===== src/hw/rtc_hour_alarm_pkg.sv =====
/*
  Package for the hour counter, interval alarm, crystal trim and calibration output block.
  Assumes a single 200 MHz system clock and an 8-bit special function register port.
*/
`default_nettype none

package rtc_hour_alarm_pkg;

  // ----------------------------------------------------------------
  // Register addresses
  // ----------------------------------------------------------------
  localparam logic [7:0] ADDR_HR_COUNTER  = 8'hA5;
  localparam logic [7:0] ADDR_ALARM_INT   = 8'hA6;
  localparam logic [7:0] ADDR_NOM_TRIM    = 8'hF6;
  localparam logic [7:0] ADDR_THERM_TRIM  = 8'hF7;
  localparam logic [7:0] ADDR_PIN_FUNC    = 8'hFF;
  localparam logic [7:0] ADDR_CLOCK_CFG   = 8'hA1;
  localparam logic [7:0] ADDR_UNLOCK_KEY  = 8'hC1;

  localparam logic [7:0] REG_RESET        = 8'h00;
  localparam logic [7:0] UNLOCK_VALUE     = 8'hEA;

  // ----------------------------------------------------------------
  // Field positions
  // ----------------------------------------------------------------
  localparam int PF_CAL_EN      = 7;
  localparam int PF_FSEL_HI     = 6;
  localparam int PF_FSEL_LO     = 5;
  localparam int PF_RESERVED    = 4;
  localparam int PF_IRQ1_HI     = 3;
  localparam int PF_IRQ1_LO     = 1;
  localparam int PF_IRQ0        = 0;
  localparam int CC_DAY_LEN     = 6;
  localparam int CC_ITS_HI      = 5;
  localparam int CC_ITS_LO      = 4;
  localparam int CC_SINGLE      = 3;
  localparam int CC_EXPIRED     = 2;
  localparam int CC_ITEN        = 1;
  localparam int CC_ROLLOVER    = 7;

  // ----------------------------------------------------------------
  // Counting constants
  // ----------------------------------------------------------------
  localparam logic [7:0] HOUR_LAST_24   = 8'h17;
  localparam logic [7:0] HOUR_LAST_256  = 8'hFF;
  localparam logic [5:0] MINUTE_LAST    = 6'h3B;
  localparam logic [7:0] TRIM_LIMIT     = 8'h7C;
  localparam int         TRIM_PPM_LSB   = 2;
  localparam int         TRIM_LIMIT_PPM = 248;

  localparam int CLOCK_HZ   = 200_000_000;
  localparam int XTAL_HZ    = 32_768;
  localparam int HZ_1       = 1;
  localparam int HZ_128     = 128;
  localparam int HZ_500     = 500;
  localparam int HZ_512     = 512;
  localparam int HZ_16384   = 16_384;

  // Half periods in system cycles for each calibration frequency.
  localparam int CAL_HALF_1     = CLOCK_HZ / (2 * HZ_1);
  localparam int CAL_HALF_512   = CLOCK_HZ / (2 * HZ_512);
  localparam int CAL_HALF_500   = CLOCK_HZ / (2 * HZ_500);
  localparam int CAL_HALF_16384 = CLOCK_HZ / (2 * HZ_16384);
  localparam int XTAL_DIV       = CLOCK_HZ / XTAL_HZ;

  typedef enum logic [1:0]
  {
    CAL_1HZ     = 2'b00,
    CAL_512HZ   = 2'b01,
    CAL_500HZ   = 2'b10,
    CAL_16384HZ = 2'b11
  } cal_freq_t;

  typedef enum logic [1:0]
  {
    BASE_128TH  = 2'b00,
    BASE_SECOND = 2'b01,
    BASE_MINUTE = 2'b10,
    BASE_HOUR   = 2'b11
  } interval_base_t;

  // Register bus request carried as one bundle.
  typedef struct packed
  {
    logic       wr;
    logic       rd;
    logic [7:0] addr;
    logic [7:0] wdata;
  } sfr_req_t;

  // Pin function decode handed to the pin logic.
  typedef struct packed
  {
    logic irq1_gpio;
    logic irq1_battery;
    logic irq1_enable;
    logic irq0_enable;
  } pin_func_t;

endpackage : rtc_hour_alarm_pkg

`default_nettype wire


===== src/hw/rtc_hour_alarm.sv =====
/*
  Hour counter, interval alarm, crystal trim registers, calibration output and pin setup.
  Assumes an 8-bit SFR port from the core, a minute-wrap pulse from the minute counter and
  tick pulses on the 200 MHz clock; rst is the supply-up reset only.
*/
`default_nettype none

module rtc_hour_alarm
#(
  parameter int HOUR_WIDTH = 8
)
(
  input  wire logic                           clock,
  input  wire logic                           rst,
  input  wire logic                           clk_en,
  input  wire rtc_hour_alarm_pkg::sfr_req_t   sfr_req,
  output logic [7:0]                          sfr_rdata,
  input  wire logic                           minute_wrap,
  input  wire logic                           tick_128th,
  input  wire logic                           tick_second,
  input  wire logic                           tick_minute,
  input  wire logic                           ext_irq0_pin,
  input  wire logic                           ext_irq1_pin,
  output logic                                clock_irq_pending,
  output logic                                cal_pin_out,
  output logic                                cal_pin_oe,
  output logic signed [8:0]                   trim_total,
  output rtc_hour_alarm_pkg::pin_func_t        pin_func,
  output logic                                ext_irq0_req,
  output logic                                ext_irq1_req,
  output logic                                battery_ctrl_input
);

  // Only an eight-bit hour register is served by the decode below, so refuse others early.
  if (HOUR_WIDTH != 8)
  begin : g_width_check
    $error("HOUR_WIDTH must be 8");
  end

  // ----------------------------------------------------------------
  // Registers
  // ----------------------------------------------------------------
  logic [7:0] hr_counter_q;
  logic [7:0] alarm_interval_q;
  logic [7:0] nominal_crystal_trim_q;
  logic [7:0] thermal_crystal_trim_q;
  logic [7:0] pin_function_config_q;
  logic [7:0] clock_config_q;
  logic [7:0] write_unlock_key_q;
  logic [7:0] interval_count_q;
  logic       held_q;

  // ----------------------------------------------------------------
  // Address decode
  // ----------------------------------------------------------------
  logic wr_hour_w;
  logic wr_alarm_w;
  logic wr_nom_w;
  logic wr_therm_w;
  logic wr_pin_w;
  logic wr_cfg_w;
  logic wr_key_w;
  logic unlocked_w;

  assign unlocked_w = (write_unlock_key_q == rtc_hour_alarm_pkg::UNLOCK_VALUE);
  assign wr_hour_w  = sfr_req.wr && unlocked_w &&
                      (sfr_req.addr == rtc_hour_alarm_pkg::ADDR_HR_COUNTER);
  assign wr_pin_w   = sfr_req.wr && unlocked_w &&
                      (sfr_req.addr == rtc_hour_alarm_pkg::ADDR_PIN_FUNC);
  assign wr_alarm_w = sfr_req.wr && (sfr_req.addr == rtc_hour_alarm_pkg::ADDR_ALARM_INT);
  assign wr_nom_w   = sfr_req.wr && (sfr_req.addr == rtc_hour_alarm_pkg::ADDR_NOM_TRIM);
  assign wr_therm_w = sfr_req.wr && (sfr_req.addr == rtc_hour_alarm_pkg::ADDR_THERM_TRIM);
  assign wr_cfg_w   = sfr_req.wr && (sfr_req.addr == rtc_hour_alarm_pkg::ADDR_CLOCK_CFG);
  assign wr_key_w   = sfr_req.wr && (sfr_req.addr == rtc_hour_alarm_pkg::ADDR_UNLOCK_KEY);

  // ----------------------------------------------------------------
  // Hour counting
  // ----------------------------------------------------------------
  logic       day_mode_w;
  logic [7:0] hour_last_w;
  logic       hour_wrap_w;
  logic [7:0] hr_counter_d;

  assign day_mode_w  = clock_config_q[rtc_hour_alarm_pkg::CC_DAY_LEN];
  assign hour_last_w = day_mode_w ? rtc_hour_alarm_pkg::HOUR_LAST_24
                                  : rtc_hour_alarm_pkg::HOUR_LAST_256;
  assign hour_wrap_w = minute_wrap && (hr_counter_q >= hour_last_w);
  assign hr_counter_d = wr_hour_w   ? sfr_req.wdata :
                        hour_wrap_w ? rtc_hour_alarm_pkg::REG_RESET :
                        minute_wrap ? hr_counter_q + 8'h01 : hr_counter_q;

  // ----------------------------------------------------------------
  // Interval alarm
  // ----------------------------------------------------------------
  logic iten_w;
  logic single_w;
  logic base_tick_w;
  logic match_w;
  logic [1:0] its_w;

  assign iten_w   = clock_config_q[rtc_hour_alarm_pkg::CC_ITEN];
  assign single_w = clock_config_q[rtc_hour_alarm_pkg::CC_SINGLE];
  assign its_w    = clock_config_q[rtc_hour_alarm_pkg::CC_ITS_HI:rtc_hour_alarm_pkg::CC_ITS_LO];
  assign base_tick_w = (its_w == rtc_hour_alarm_pkg::BASE_128TH)  ? tick_128th  :
                       (its_w == rtc_hour_alarm_pkg::BASE_SECOND) ? tick_second :
                       (its_w == rtc_hour_alarm_pkg::BASE_MINUTE) ? tick_minute : minute_wrap;
  // eight-bit compare
  // A zero interval never matches; without the guard the count would wrap to it after 256 ticks.
  assign match_w = iten_w && !held_q && base_tick_w && (alarm_interval_q != 8'h00) &&
                   ((interval_count_q + 8'h01) == alarm_interval_q);

  // Counter clears on disable; single-shot mode holds it after the alarm.
  always_ff @(posedge clock or posedge rst)
  begin
    if (rst)
    begin
      interval_count_q <= 8'h00;
      held_q           <= 1'b0;
    end
    else if (clk_en)
    begin
      if (!iten_w)
      begin
        interval_count_q <= 8'h00;
        held_q           <= 1'b0;
      end
      else if (match_w)
      begin
        interval_count_q <= 8'h00;
        held_q           <= single_w;
      end
      else if (base_tick_w && !held_q)
      begin
        interval_count_q <= interval_count_q + 8'h01;
      end
    end
  end

  // ----------------------------------------------------------------
  // Configuration and flags
  // ----------------------------------------------------------------
  logic [7:0] clock_config_d;
  logic       cfg_rollover_d;
  logic       cfg_expired_d;

  // Hardware set beats a software clear in the same cycle.
  // rollover flag
  assign cfg_rollover_d = hour_wrap_w ||
    (wr_cfg_w ? (sfr_req.wdata[rtc_hour_alarm_pkg::CC_ROLLOVER] &&
                 clock_config_q[rtc_hour_alarm_pkg::CC_ROLLOVER])
              : clock_config_q[rtc_hour_alarm_pkg::CC_ROLLOVER]);
  assign cfg_expired_d = match_w ||
    (wr_cfg_w ? (sfr_req.wdata[rtc_hour_alarm_pkg::CC_EXPIRED] &&
                 clock_config_q[rtc_hour_alarm_pkg::CC_EXPIRED])
              : clock_config_q[rtc_hour_alarm_pkg::CC_EXPIRED]);

  always_comb
  begin
    clock_config_d = wr_cfg_w ? sfr_req.wdata : clock_config_q;
    clock_config_d[rtc_hour_alarm_pkg::CC_ROLLOVER] = cfg_rollover_d;
    clock_config_d[rtc_hour_alarm_pkg::CC_EXPIRED]  = cfg_expired_d;
  end

  always_ff @(posedge clock or posedge rst)
  begin
    if (rst)
    begin
      hr_counter_q           <= rtc_hour_alarm_pkg::REG_RESET;
      alarm_interval_q       <= rtc_hour_alarm_pkg::REG_RESET;
      nominal_crystal_trim_q <= rtc_hour_alarm_pkg::REG_RESET;
      thermal_crystal_trim_q <= rtc_hour_alarm_pkg::REG_RESET;
      pin_function_config_q  <= rtc_hour_alarm_pkg::REG_RESET;
      clock_config_q         <= rtc_hour_alarm_pkg::REG_RESET;
      write_unlock_key_q     <= rtc_hour_alarm_pkg::REG_RESET;
    end
    else if (clk_en)
    begin
      hr_counter_q   <= hr_counter_d;
      clock_config_q <= clock_config_d;
      if (wr_alarm_w)
        alarm_interval_q <= sfr_req.wdata;
      if (wr_nom_w)
        nominal_crystal_trim_q <= sfr_req.wdata;
      if (wr_therm_w)
        thermal_crystal_trim_q <= sfr_req.wdata;
      if (wr_pin_w)
        pin_function_config_q <= sfr_req.wdata & ~(8'h01 << rtc_hour_alarm_pkg::PF_RESERVED);
      if (wr_key_w)
        write_unlock_key_q <= sfr_req.wdata;
    end
  end

  // ----------------------------------------------------------------
  // Read data, trim sum and pin decode
  // ----------------------------------------------------------------
  logic [7:0]        rdata_w;
  logic signed [8:0] trim_sum_w;
  logic signed [8:0] trim_clip_w;
  logic [2:0]        irq1_cfg_w;
  rtc_hour_alarm_pkg::pin_func_t pin_func_w;

  assign rdata_w =
    (sfr_req.addr == rtc_hour_alarm_pkg::ADDR_HR_COUNTER) ? hr_counter_q           :
    (sfr_req.addr == rtc_hour_alarm_pkg::ADDR_ALARM_INT)  ? alarm_interval_q       :
    (sfr_req.addr == rtc_hour_alarm_pkg::ADDR_NOM_TRIM)   ? nominal_crystal_trim_q :
    (sfr_req.addr == rtc_hour_alarm_pkg::ADDR_THERM_TRIM) ? thermal_crystal_trim_q :
    (sfr_req.addr == rtc_hour_alarm_pkg::ADDR_PIN_FUNC)   ? pin_function_config_q  :
    (sfr_req.addr == rtc_hour_alarm_pkg::ADDR_CLOCK_CFG)  ? clock_config_q         :
    8'h00;

  // summed trim with clamp; trims are signed two's complement, 2 ppm a step.
  assign trim_sum_w  = 9'(signed'(nominal_crystal_trim_q)) + 9'(signed'(thermal_crystal_trim_q));
  assign trim_clip_w = (trim_sum_w >  signed'({1'b0, rtc_hour_alarm_pkg::TRIM_LIMIT})) ?
                         signed'({1'b0, rtc_hour_alarm_pkg::TRIM_LIMIT}) :
                       (trim_sum_w < -signed'({1'b0, rtc_hour_alarm_pkg::TRIM_LIMIT})) ?
                         -signed'({1'b0, rtc_hour_alarm_pkg::TRIM_LIMIT}) : trim_sum_w;

  assign irq1_cfg_w = pin_function_config_q[rtc_hour_alarm_pkg::PF_IRQ1_HI:
                                            rtc_hour_alarm_pkg::PF_IRQ1_LO];
  assign pin_func_w.irq1_gpio    = (irq1_cfg_w[1:0] == 2'h0);
  assign pin_func_w.irq1_battery = (irq1_cfg_w[1:0] == 2'h1);
  assign pin_func_w.irq1_enable  = (irq1_cfg_w[2:1] == 2'h3);
  assign pin_func_w.irq0_enable  = pin_function_config_q[rtc_hour_alarm_pkg::PF_IRQ0];

  // ----------------------------------------------------------------
  // Calibration output
  // ----------------------------------------------------------------
  logic cal_en_w;
  logic cal_wave_w;
  rtc_hour_alarm_pkg::cal_freq_t cal_freq_w;

  assign cal_en_w   = pin_function_config_q[rtc_hour_alarm_pkg::PF_CAL_EN];
  assign cal_freq_w = rtc_hour_alarm_pkg::cal_freq_t'(
    pin_function_config_q[rtc_hour_alarm_pkg::PF_FSEL_HI:rtc_hour_alarm_pkg::PF_FSEL_LO]);

  cal_clock_gen u_cal
  (
    .clock  (clock),
    .rst    (rst),
    .enable (clk_en),
    .run    (cal_en_w),
    .freq   (cal_freq_w),
    .wave   (cal_wave_w)
  );

  // Outputs are registered so the pins never see decode glitches.
  always_ff @(posedge clock or posedge rst)
  begin
    if (rst)
    begin
      sfr_rdata          <= 8'h00;
      clock_irq_pending  <= 1'b0;
      cal_pin_out        <= 1'b0;
      cal_pin_oe         <= 1'b0;
      trim_total         <= 9'sh000;
      pin_func           <= '0;
      ext_irq0_req       <= 1'b0;
      ext_irq1_req       <= 1'b0;
      battery_ctrl_input <= 1'b0;
    end
    else if (clk_en)
    begin
      sfr_rdata          <= sfr_req.rd ? rdata_w : 8'h00;
      clock_irq_pending  <= hour_wrap_w || match_w;
      cal_pin_out        <= cal_wave_w;
      cal_pin_oe         <= cal_en_w;
      trim_total         <= trim_clip_w;
      pin_func           <= pin_func_w;
      ext_irq0_req       <= pin_func_w.irq0_enable && ext_irq0_pin;
      ext_irq1_req       <= pin_func_w.irq1_enable && ext_irq1_pin;
      battery_ctrl_input <= pin_func_w.irq1_battery && ext_irq1_pin;
    end
  end

endmodule : rtc_hour_alarm

`default_nettype wire


===== src/hw/cal_clock_gen.sv =====
/*
  Calibration clock generator: a toggle divider whose half period follows the selected frequency.
  Assumes the tick source is the compensated crystal reference folded into the system clock.
*/
`default_nettype none

module cal_clock_gen
(
  input  wire logic                         clock,
  input  wire logic                         rst,
  input  wire logic                         enable,
  input  wire logic                         run,
  input  wire rtc_hour_alarm_pkg::cal_freq_t freq,
  output logic                              wave
);

  // ----------------------------------------------------------------
  // Divider
  // ----------------------------------------------------------------
  logic [27:0] count_q;
  logic [27:0] half_w;
  logic        wrap_w;

  // Half period lookup, kept as constants so no table file is needed.
  assign half_w = (freq == rtc_hour_alarm_pkg::CAL_1HZ)   ? 28'(rtc_hour_alarm_pkg::CAL_HALF_1)   :
                  (freq == rtc_hour_alarm_pkg::CAL_512HZ) ? 28'(rtc_hour_alarm_pkg::CAL_HALF_512) :
                  (freq == rtc_hour_alarm_pkg::CAL_500HZ) ? 28'(rtc_hour_alarm_pkg::CAL_HALF_500) :
                  28'(rtc_hour_alarm_pkg::CAL_HALF_16384);
  assign wrap_w = (count_q >= half_w - 28'h0000001);

  // The divider is held low while run is low so the pin starts each burst on a clean edge.
  always_ff @(posedge clock or posedge rst)
  begin
    if (rst)
    begin
      count_q <= 28'h0000000;
      wave    <= 1'b0;
    end
    else if (enable)
    begin
      if (!run)
      begin
        count_q <= 28'h0000000;
        wave    <= 1'b0;
      end
      else if (wrap_w)
      begin
        count_q <= 28'h0000000;
        wave    <= ~wave;
      end
      else
      begin
        count_q <= count_q + 28'h0000001;
      end
    end
  end

endmodule : cal_clock_gen

`default_nettype wire


===== config.mk =====
export PLATFORM = sky130hd
export DESIGN_NAME = rtc_hour_alarm
export DESIGN_NICKNAME = d
export VERILOG_FILES = /design/src/hw/rtc_hour_alarm_pkg.sv /design/src/hw/rtc_hour_alarm.sv /design/src/hw/cal_clock_gen.sv
export SDC_FILE = /design/constraint.sdc
export NUM_CORES = 1
export LEC_CHECK = 0
export ABC_AREA = 0
export BUFFER_PORTS_ARGS = -buffer_cell sky130_fd_sc_hd__buf_4
export CAP_MARGIN = 20
export CORE_ASPECT_RATIO = 1.4
export CORE_MARGIN = 4
export CORE_UTILIZATION = 50
export DETAILED_ROUTE_END_ITERATION = 8
export GPL_ROUTABILITY_DRIVEN = 0
export PLACE_DENSITY = 0.8
export SLEW_MARGIN = 20
export SYNTH_ARGS = -nofsm -noshare
export SYNTH_HDL_FRONTEND = slang
export SYNTH_SLANG_ARGS = --single-unit

===== constraint.sdc =====
create_clock -name clock -period 6.25 [get_ports clock]
set_clock_uncertainty 0.15 [all_clocks]
set_input_delay 1.875 -clock clock [delete_from_list [all_inputs] [get_ports clock]]
set_output_delay 1.875 -clock clock [all_outputs]
set_load 0.03 [all_outputs]

* After elaboration in Yosys (flattened, before gate mapping) *
Index checks and enable logic that the tools add are counted.

operators by class
  add/subtract/negate cells = 5
  magnitude comparators = 4
  equality and inequality tests = 18
  muxes and demuxes = 30
  bitwise gates (word level) = 1
  reductions and logical operators = 38

operators with widths
  operator                                                                       number
  28-bit two-way mux                                                             4
  8-bit two-way mux                                                              14
  8-bit == test (second input constant)                                          8
  28-bit by 1-bit adder with 28-bit output (second input constant)               1
  28-bit greater-or-equal comparator                                             1
  28-bit by 1-bit subtractor with 28-bit output (second input constant)          1
  2-bit AND reduction                                                            10
  1-bit logical AND                                                              19
  18-bit two-way mux                                                             1
  9-bit two-way mux                                                              2
  8-bit by 1-bit adder with 8-bit output (second input constant)                 2
  8-bit by 8-bit adder with 9-bit output                                         1
  9-bit by 8-bit > comparator with 1-bit output (second input constant)          1
  9-bit by 8-bit less-than comparator with 1-bit output (second input constant)  1
  1-bit two-way mux                                                              9
  8-bit == test                                                                  1
  8-bit greater-or-equal comparator                                              1
  8-bit nonzero test                                                             1
  2-bit by 1-bit == test with 1-bit output (second input constant)               3
  2-bit == test (second input constant)                                          3
  2-bit logical NOT                                                              3
  2-bit by 1-bit inequality test with 1-bit output (second input constant)       2
  1-bit logical OR                                                               3
  3-bit by 1-bit inequality test with 1-bit output (second input constant)       1
  3 further kinds                                                                3

storage, ports and cells
  register bits = 120
  bits of input ports = 27
  output and inout port bits = 27
  logic and storage cells = 120

* Logic depth before layout (Yosys ltp) *
Gate-level depths: netlist (run 1).

  word-level depth = 9
  depth in mapped cells = 12
  mapped depth without buffers = 12

* Modules after synthesis *
From an unflattened synthesis (run 1), not the netlist that was laid out.

second synthesis, totals
  cell total of the unflattened synthesis = 738
  area, all modules = 7340.8 um^2

modules (own cells, without submodules)
  module          instances  cells an instance  area each (um^2)  sequential area each (um^2)
  rtc_hour_alarm  1          491                5151.2            2277.2
  cal_clock_gen   1          247                2189.6            725.7

* Worst setup path before layout (run 1) *
OpenSTA, ideal clock, no wires.

  kind = in2reg
  start point = input port sfr_req[11] (netlist bit)
  end point = register write_unlock_key_q[0]
  library setup time = 125 ps
  arrival time = 3319 ps
  data required time = 5975 ps
  path slack = 2656 ps
  stages on the path = 5
  path buffers = 1
  cell sequence = buf_6 -> or4b_4 -> nor4_4 -> nand3_4 -> mux2_4

on the way
  word-level cells in the longest chain between the ends = 3

ends and longest elaborated chain
  what                                  line                   text
  start: declaration                    rtc_hour_alarm.sv:16   input wire rtc_hour_alarm_pkg::sfr_req_t sfr_req,
  8-bit == test                         rtc_hour_alarm.sv:74   assign wr_key_w = sfr_req.wr && (sfr_req.addr == rtc_hour_alarm_pkg::ADDR_UNLOCK_KEY);
  1-bit logical AND                     rtc_hour_alarm.sv:74
  2-bit AND reduction (no source line)  n/a
  end signal: assignment                rtc_hour_alarm.sv:174  write_unlock_key_q <= rtc_hour_alarm_pkg::REG_RESET;
  end signal: assignment                rtc_hour_alarm.sv:189  write_unlock_key_q <= sfr_req.wdata;
  end: declaration                      rtc_hour_alarm.sv:49   logic [7:0] write_unlock_key_q;

Every way passes these cells.
A chain may end at the register's enable or synchronous reset.

* Final worst setup path (run 1) *
  start point = input port sfr_req[12] (netlist bit)
  end point = register hr_counter_q[0]

on the way
  word-level cells in the longest chain between the ends = 4

ends and longest elaborated chain
  what                                  line                   text
  8-bit == test (*)                     rtc_hour_alarm.sv:67   (sfr_req.addr == rtc_hour_alarm_pkg::ADDR_HR_COUNTER);
  1-bit logical AND (*)                 rtc_hour_alarm.sv:66   assign wr_hour_w = sfr_req.wr && unlocked_w &&
  3-bit nonzero test (no source line)   n/a
  2-bit AND reduction (no source line)  n/a
  end signal: assignment                rtc_hour_alarm.sv:168  hr_counter_q <= rtc_hour_alarm_pkg::REG_RESET;
  end signal: assignment                rtc_hour_alarm.sv:178  hr_counter_q <= hr_counter_d;
  end: declaration                      rtc_hour_alarm.sv:43   logic [7:0] hr_counter_q;

Mark *: on every way between the ends. The rest lies on a longest branch, timed or not.

==> results of run 1 <==
[layout by cell type, fill, tap and decap left out, drive strengths merged, types with 6 or more instances in the layout]
cell type    n
dfrtp      120
buf         58
nor2        53
mux2        47
ha          46
inv         44
nand2       39
o21ai       38
nand3       28
a21oi       25
clkbuf      21
xor2        19
nand4       16
xnor2       15
nor2b       13
and4        11
o221ai      11
and2        10
a22oi       10
o2111ai      9
nor3b        8
mux2i        8
a211oi       8
nor3         8
and3         6
a221o        6
o211ai       6
or3          6
[logic make-up (layout without fill, tap and decap cells)]
logic type      after synthesis  after routing
flops                       120            120
compound gates              157            157
mux                          56             56
simple gates                221            221
fa+ha+maj                    47             47
buf+inv                      70            131
xor+xnor                     34             34
other cells                   1              3
[worst reg2reg max path: stages (launching register included)]
cell	delay (ps)
dfrtp_1	490
inv_1	170
ha_1	250
inv_1	220
ha_1	300
a21o_1	160
nand3_1	80
a21oi_1	80
nor3_1	760
a31oi_2	170
buf_4	270
mux2_2	290
[path summary, 6_finish.rpt]
kind / from / endpoint / depth (start not counted)
max: sfr_req[12] / hr_counter_q[0] / 7
min: write_unlock_key_q[1] / write_unlock_key_q[1] / 1
max reg2reg: pin_function_config_q[5] / u_cal.wave / 11
min reg2reg: write_unlock_key_q[1] / write_unlock_key_q[1] / 1
max in group asynchronous: rst / interval_count_q[7] / 3
min in group asynchronous: rst / hr_counter_q[4] / 2
[cell type report]
type,count,share of cell area
multi-input combinational,518,0.475
sequential,120,0.357
clock buffer,21,0.0571
timing repair buffer,58,0.0517
tap,185,0.0275
inverter,44,0.0199
clock inverter,8,0.0116
[where the power goes]
part	total (mW)	internal, mW	switching [mW]
clock network	0.964	0.619	0.345
logic	0.187	0.0737	0.113
registers	0.847	0.807	0.0402
[routing by layer]
| layer | share of wire | global-route usage | vias up |
|---|---|---|---|
| met4 | 0.049 | 0.124 | 0 |
| li1 | - | - | 2709 |
| met3 | 0.053 | 0.0461 | 71 |
| met5 | 0 | 0 | - |
| met2 | 0.50 | 0.398 | 225 |
| met1 | 0.39 | 0.274 | 2784 |
==> out/metrics.yaml, run 1 <==
synth_fa_ha_area_frac: 0.0818
synthXorXnorAreaFrac: 0.0409
insertion_delay_ps: 420
yosysTopAreaCellShare: 0.412
fin_nets: 833
synth_top_family_by_area: "simple AND/OR/NAND/NOR gates"
globalRouteOverflowTotal: 0
hp-class: "reg2reg"
multi_input_area_um2: 4000
cellPowerDensity_nw_per_um2: 237
drv_cap: 0
max_stage_delay_ps: 570
final_layout_size_suffix_gt1_frac: 0.211
slew-limit-headroom: 0.384
path_class: "in2reg"
fin_ws_ps: 2110
holdBufCountCts: 0
top_regs: "u_cal.count_q x28, trim_total x9"
cts.sinks: 120
fin_crit_ps: 4140
holdWs_ps: 348
synthSimpleGateAreaFrac: 0.174
cts_setup_buffers: 0
synth_compound_area_frac: 0.160
initialDrtViolationCount: 377
rsz0062_at_grt: "false"
critPathMaxFanout: 11
n_antenna_cell: 0
grt_pass1_wl_mm: 29.7
io_buffers: 53
regMostFlops: "u_cal.count_q"
chipHeight_um: 151
wl_per_cell_um: 19.1
tritoncts: "yes"
yosysWarnings: 0
cts_buffer_depth: 2
crit_chain: "buf_4 -> nand4bb_1 -> nand2b_2 -> nor2b_1 -> o21ai_1 -> a221oi_1 -> a21oi_1"
setup_violations: 0
ys_types: 86
leakage_nw: 3.82
vias: 5789
hold_viol: 0
nFillCells: 1156
critPathTopFamily: "simple AND/OR/NAND/NOR gates"
clkSlewWorstSetupHoldPaths_ps: 50
finalMaxSlewViolations: 0
area_growth_syn_to_layout_pct: 15.6
tns_ps: 0
crit_path_start_kind: "input port"
io_pins: 54
synth_commonest_cells: "120 x dfrtp_1, 52 x nor2_1, 46 x ha_1"
largest_reg_flops: 28
antenna_found_initial: 0
firstDrtPassIters: 5
outcome: "completed"
first_global_vias: 5820
ir_drop_v: 0.000180
post_cts_resized: 0
tightest_slew_ps: 918
ys_seq_elements: 120
dieArea_um2: 16600
final_util: 0.597
placed_area_um2: 7840
regToRegSetupSlack_ps: 2750
synthFlopType: "dfrtp_1"
final_area_um2: 8420
die_w_um: 110
routed_via_density: 6.07
synth_top_cell_by_area: "dfrtp_1"
cts_root_buf: "clkbuf_16"
cp.required_ps: 6380
grt_max_degree: 47
finalCritPeriodShare: 0.662
start_util: 0.516
drc: 0
pre_cts_ws_ps: 1760
synthMuxAreaShare: 0.0909
antenna_left: 0
drt-total-wl_mm: 18.2
core_region_area_um2: 14100
yosysMostFrequentCell: "dfrtp_1"
design_power_total_mw: 2.00
cts_buffers: 17
final_cells: 954
crit_slowest_cell: "nor2b_1"
synth.yosys.seq_area_share: 0.412
seqCellArea_um2: 3000
crit_buf_inv: 1
synthCells: 706
async_reset_ff_frac: 1.00
synth_edf_count: 0
rows: 51
synth.area.top_cells: "dfrtp_1 41%, ha_1 7.9%, mux2_2 6.0%, nor2_1 2.7%, o21ai_0 2.5%"
place_hpwl_mm: 13.0
place_inst: 925
max_freq_ghz: 0.242
endpoint_kind: "flip-flop"
crit_arrival_ps: 4270
htree_levels: 4
postSynthAreaPerCell_um2: 10.3
grt_usage: 0.234
mappedNetlistArea_um2: 7280
(Power assumes the default switching activity.)
==> run 2, diff against run 1 <==
==> constraint.sdc (replaced) <==
create_clock -name clock -period 4.3 [get_ports clock]
set_clock_uncertainty 0.15 [all_clocks]
set_input_delay 1.29 -clock clock [delete_from_list [all_inputs] [get_ports clock]]
set_output_delay 1.29 -clock clock [all_outputs]
set_load 0.03 [all_outputs]
==> out/metrics.yaml, run 2 (synthesis results as in run 1) <==
outcome: "completed"
place_hpwl_mm: 13.4
busiest_layer: "met2"
firstDrtPassIters: 5
final_cell_mix: "120 x dfrtp_1, 66 x buf_4, 52 x nor2_1, 46 x ha_1, 43 x inv_1"
routed_via_density: 5.99
grt_pass1_wl_mm: 30.5
met1_usage: 0.272
fin_ws_ps: 993
final_area_um2: 8560
clkSlewWorstSetupHoldPaths_ps: 60
setup_violations: 0
post_cts_resized: 0
cp.required_ps: 4450
cts_root_buf: "clkbuf_16"
cts.sinks: 120
path_class: "reg2reg"
drv_cap: 0
drc: 0
insertion_delay_ps: 420
final_layout_size_suffix_gt1_frac: 0.220
critPathMaxFanout: 8
grt_max_degree: 47
finalMaxSlewViolations: 0
start_util: 0.516
tritoncts: "yes"
first_global_vias: 5982
final_cells: 967
slew-limit-headroom: 0.488
grt_usage: 0.240
wl_per_cell_um: 18.9
holdBufCountCts: 0
cts_buffer_depth: 2
fin_nets: 843
regToRegStartpoint: "nominal_crystal_trim_q[0]"
startpoint: "nominal_crystal_trim_q[0]"
vias: 5795
leakage_nw: 3.89
chipHeight_um: 151
regMostFlops: "u_cal.count_q"
placed_area_um2: 7920
tns_ps: 0
htree_levels: 4
finalCritPeriodShare: 0.769
place_inst: 934
die_w_um: 110
globalRouteOverflowTotal: 0
crit_path_start_kind: "flip-flop"
cts_buffers: 17
grtUsageMet2: 0.415
use_met3: 0.0507
rows: 51
dieArea_um2: 16600
cellPowerDensity_nw_per_um2: 348
crit_arrival_ps: 3460
fin_crit_ps: 3310
core_region_area_um2: 14100
endpoint_kind: "flip-flop"
antenna_left: 0
pre_cts_ws_ps: 930
hold_viol: 0
largest_reg_flops: 28
min_from: "write_unlock_key_q[3]"
drt-total-wl_mm: 18.2
initialDrtViolationCount: 338
io_pins: 54
rsz0062_at_grt: "false"
area_growth_syn_to_layout_pct: 17.5
ir_drop_v: 0.000294
tightest_slew_ps: 761
top_regs: "u_cal.count_q x28, trim_total x9"
cts_setup_buffers: 0
antenna_found_initial: 0
layout_commonest_cell: "dfrtp_1"
io_buffers: 53
hp-class: "reg2reg"
max_freq_ghz: 0.302
n_antenna_cell: 0
## run 2: cell count changes in the layout (fill, tap and decap cells not counted), sizes merged
cell      before  now
buf           58   68
bufinv         2    3
clkbuf        21   22
clkinvlp       3    4
## run 2: final timing paths
kind | endpoint | slack [ps] | cells after the start
worst max-delay path | trim_total[2] | 990 | 11
worst max register to register | trim_total[2] | 990 | 11
worst min register to register | write_unlock_key_q[3] | 350 | 1
min in group asynchronous | u_cal.count_q[20] | 790 | 2
worst min-delay path | write_unlock_key_q[3] | 350 | 1
max in group asynchronous | nominal_crystal_trim_q[6] | 2340 | 4
## run 2: worst max-delay path, stage by stage (launching register included)
cell and delay [ps]:
dfrtp_1 420, ha_1 240, inv_1 80, fa_1 240, nor2b_4 60, o211a_1 230, or2b_1 240, a31oi_1 400
inv_1 110, a211o_1 240, ha_1 390, o32a_1 380
## run 2: area by class of cell
class                      count  area (um2)
clock inverter                10         144
timing repair buffer          68         543
fill                        1154        5550
clock buffer                  22         464
sequential                   120        3000
inverter                      44         169
multi-input combinational    518        4000
tap                          185         231
## run 2: metrics by stage
step | power, mW | utilization | hold WS (ps)
global route | 3.07 | 0.607 | 358
detailed placement | 1.52 | 0.562 | 343
finish | 2.98 | 0.607 | 352
global placement | 1.52 | 0.562 | 332
CTS | 2.99 | 0.605 | 356
floorplan | 1.41 | - | 317
## run 2: routing by layer
layer / wire, um / part of all wire
met2: 9500 / 0.52
met4: 767 / 0.042
met1: 7090 / 0.39
met3: 893 / 0.049
met5: 0 / 0
## run 2: power by group
group          total, mW  internal [mW]  switching [mW]
Sequential          1.23           1.17          0.0588
Clock               1.47          0.944           0.524
Combinational      0.279          0.114           0.166
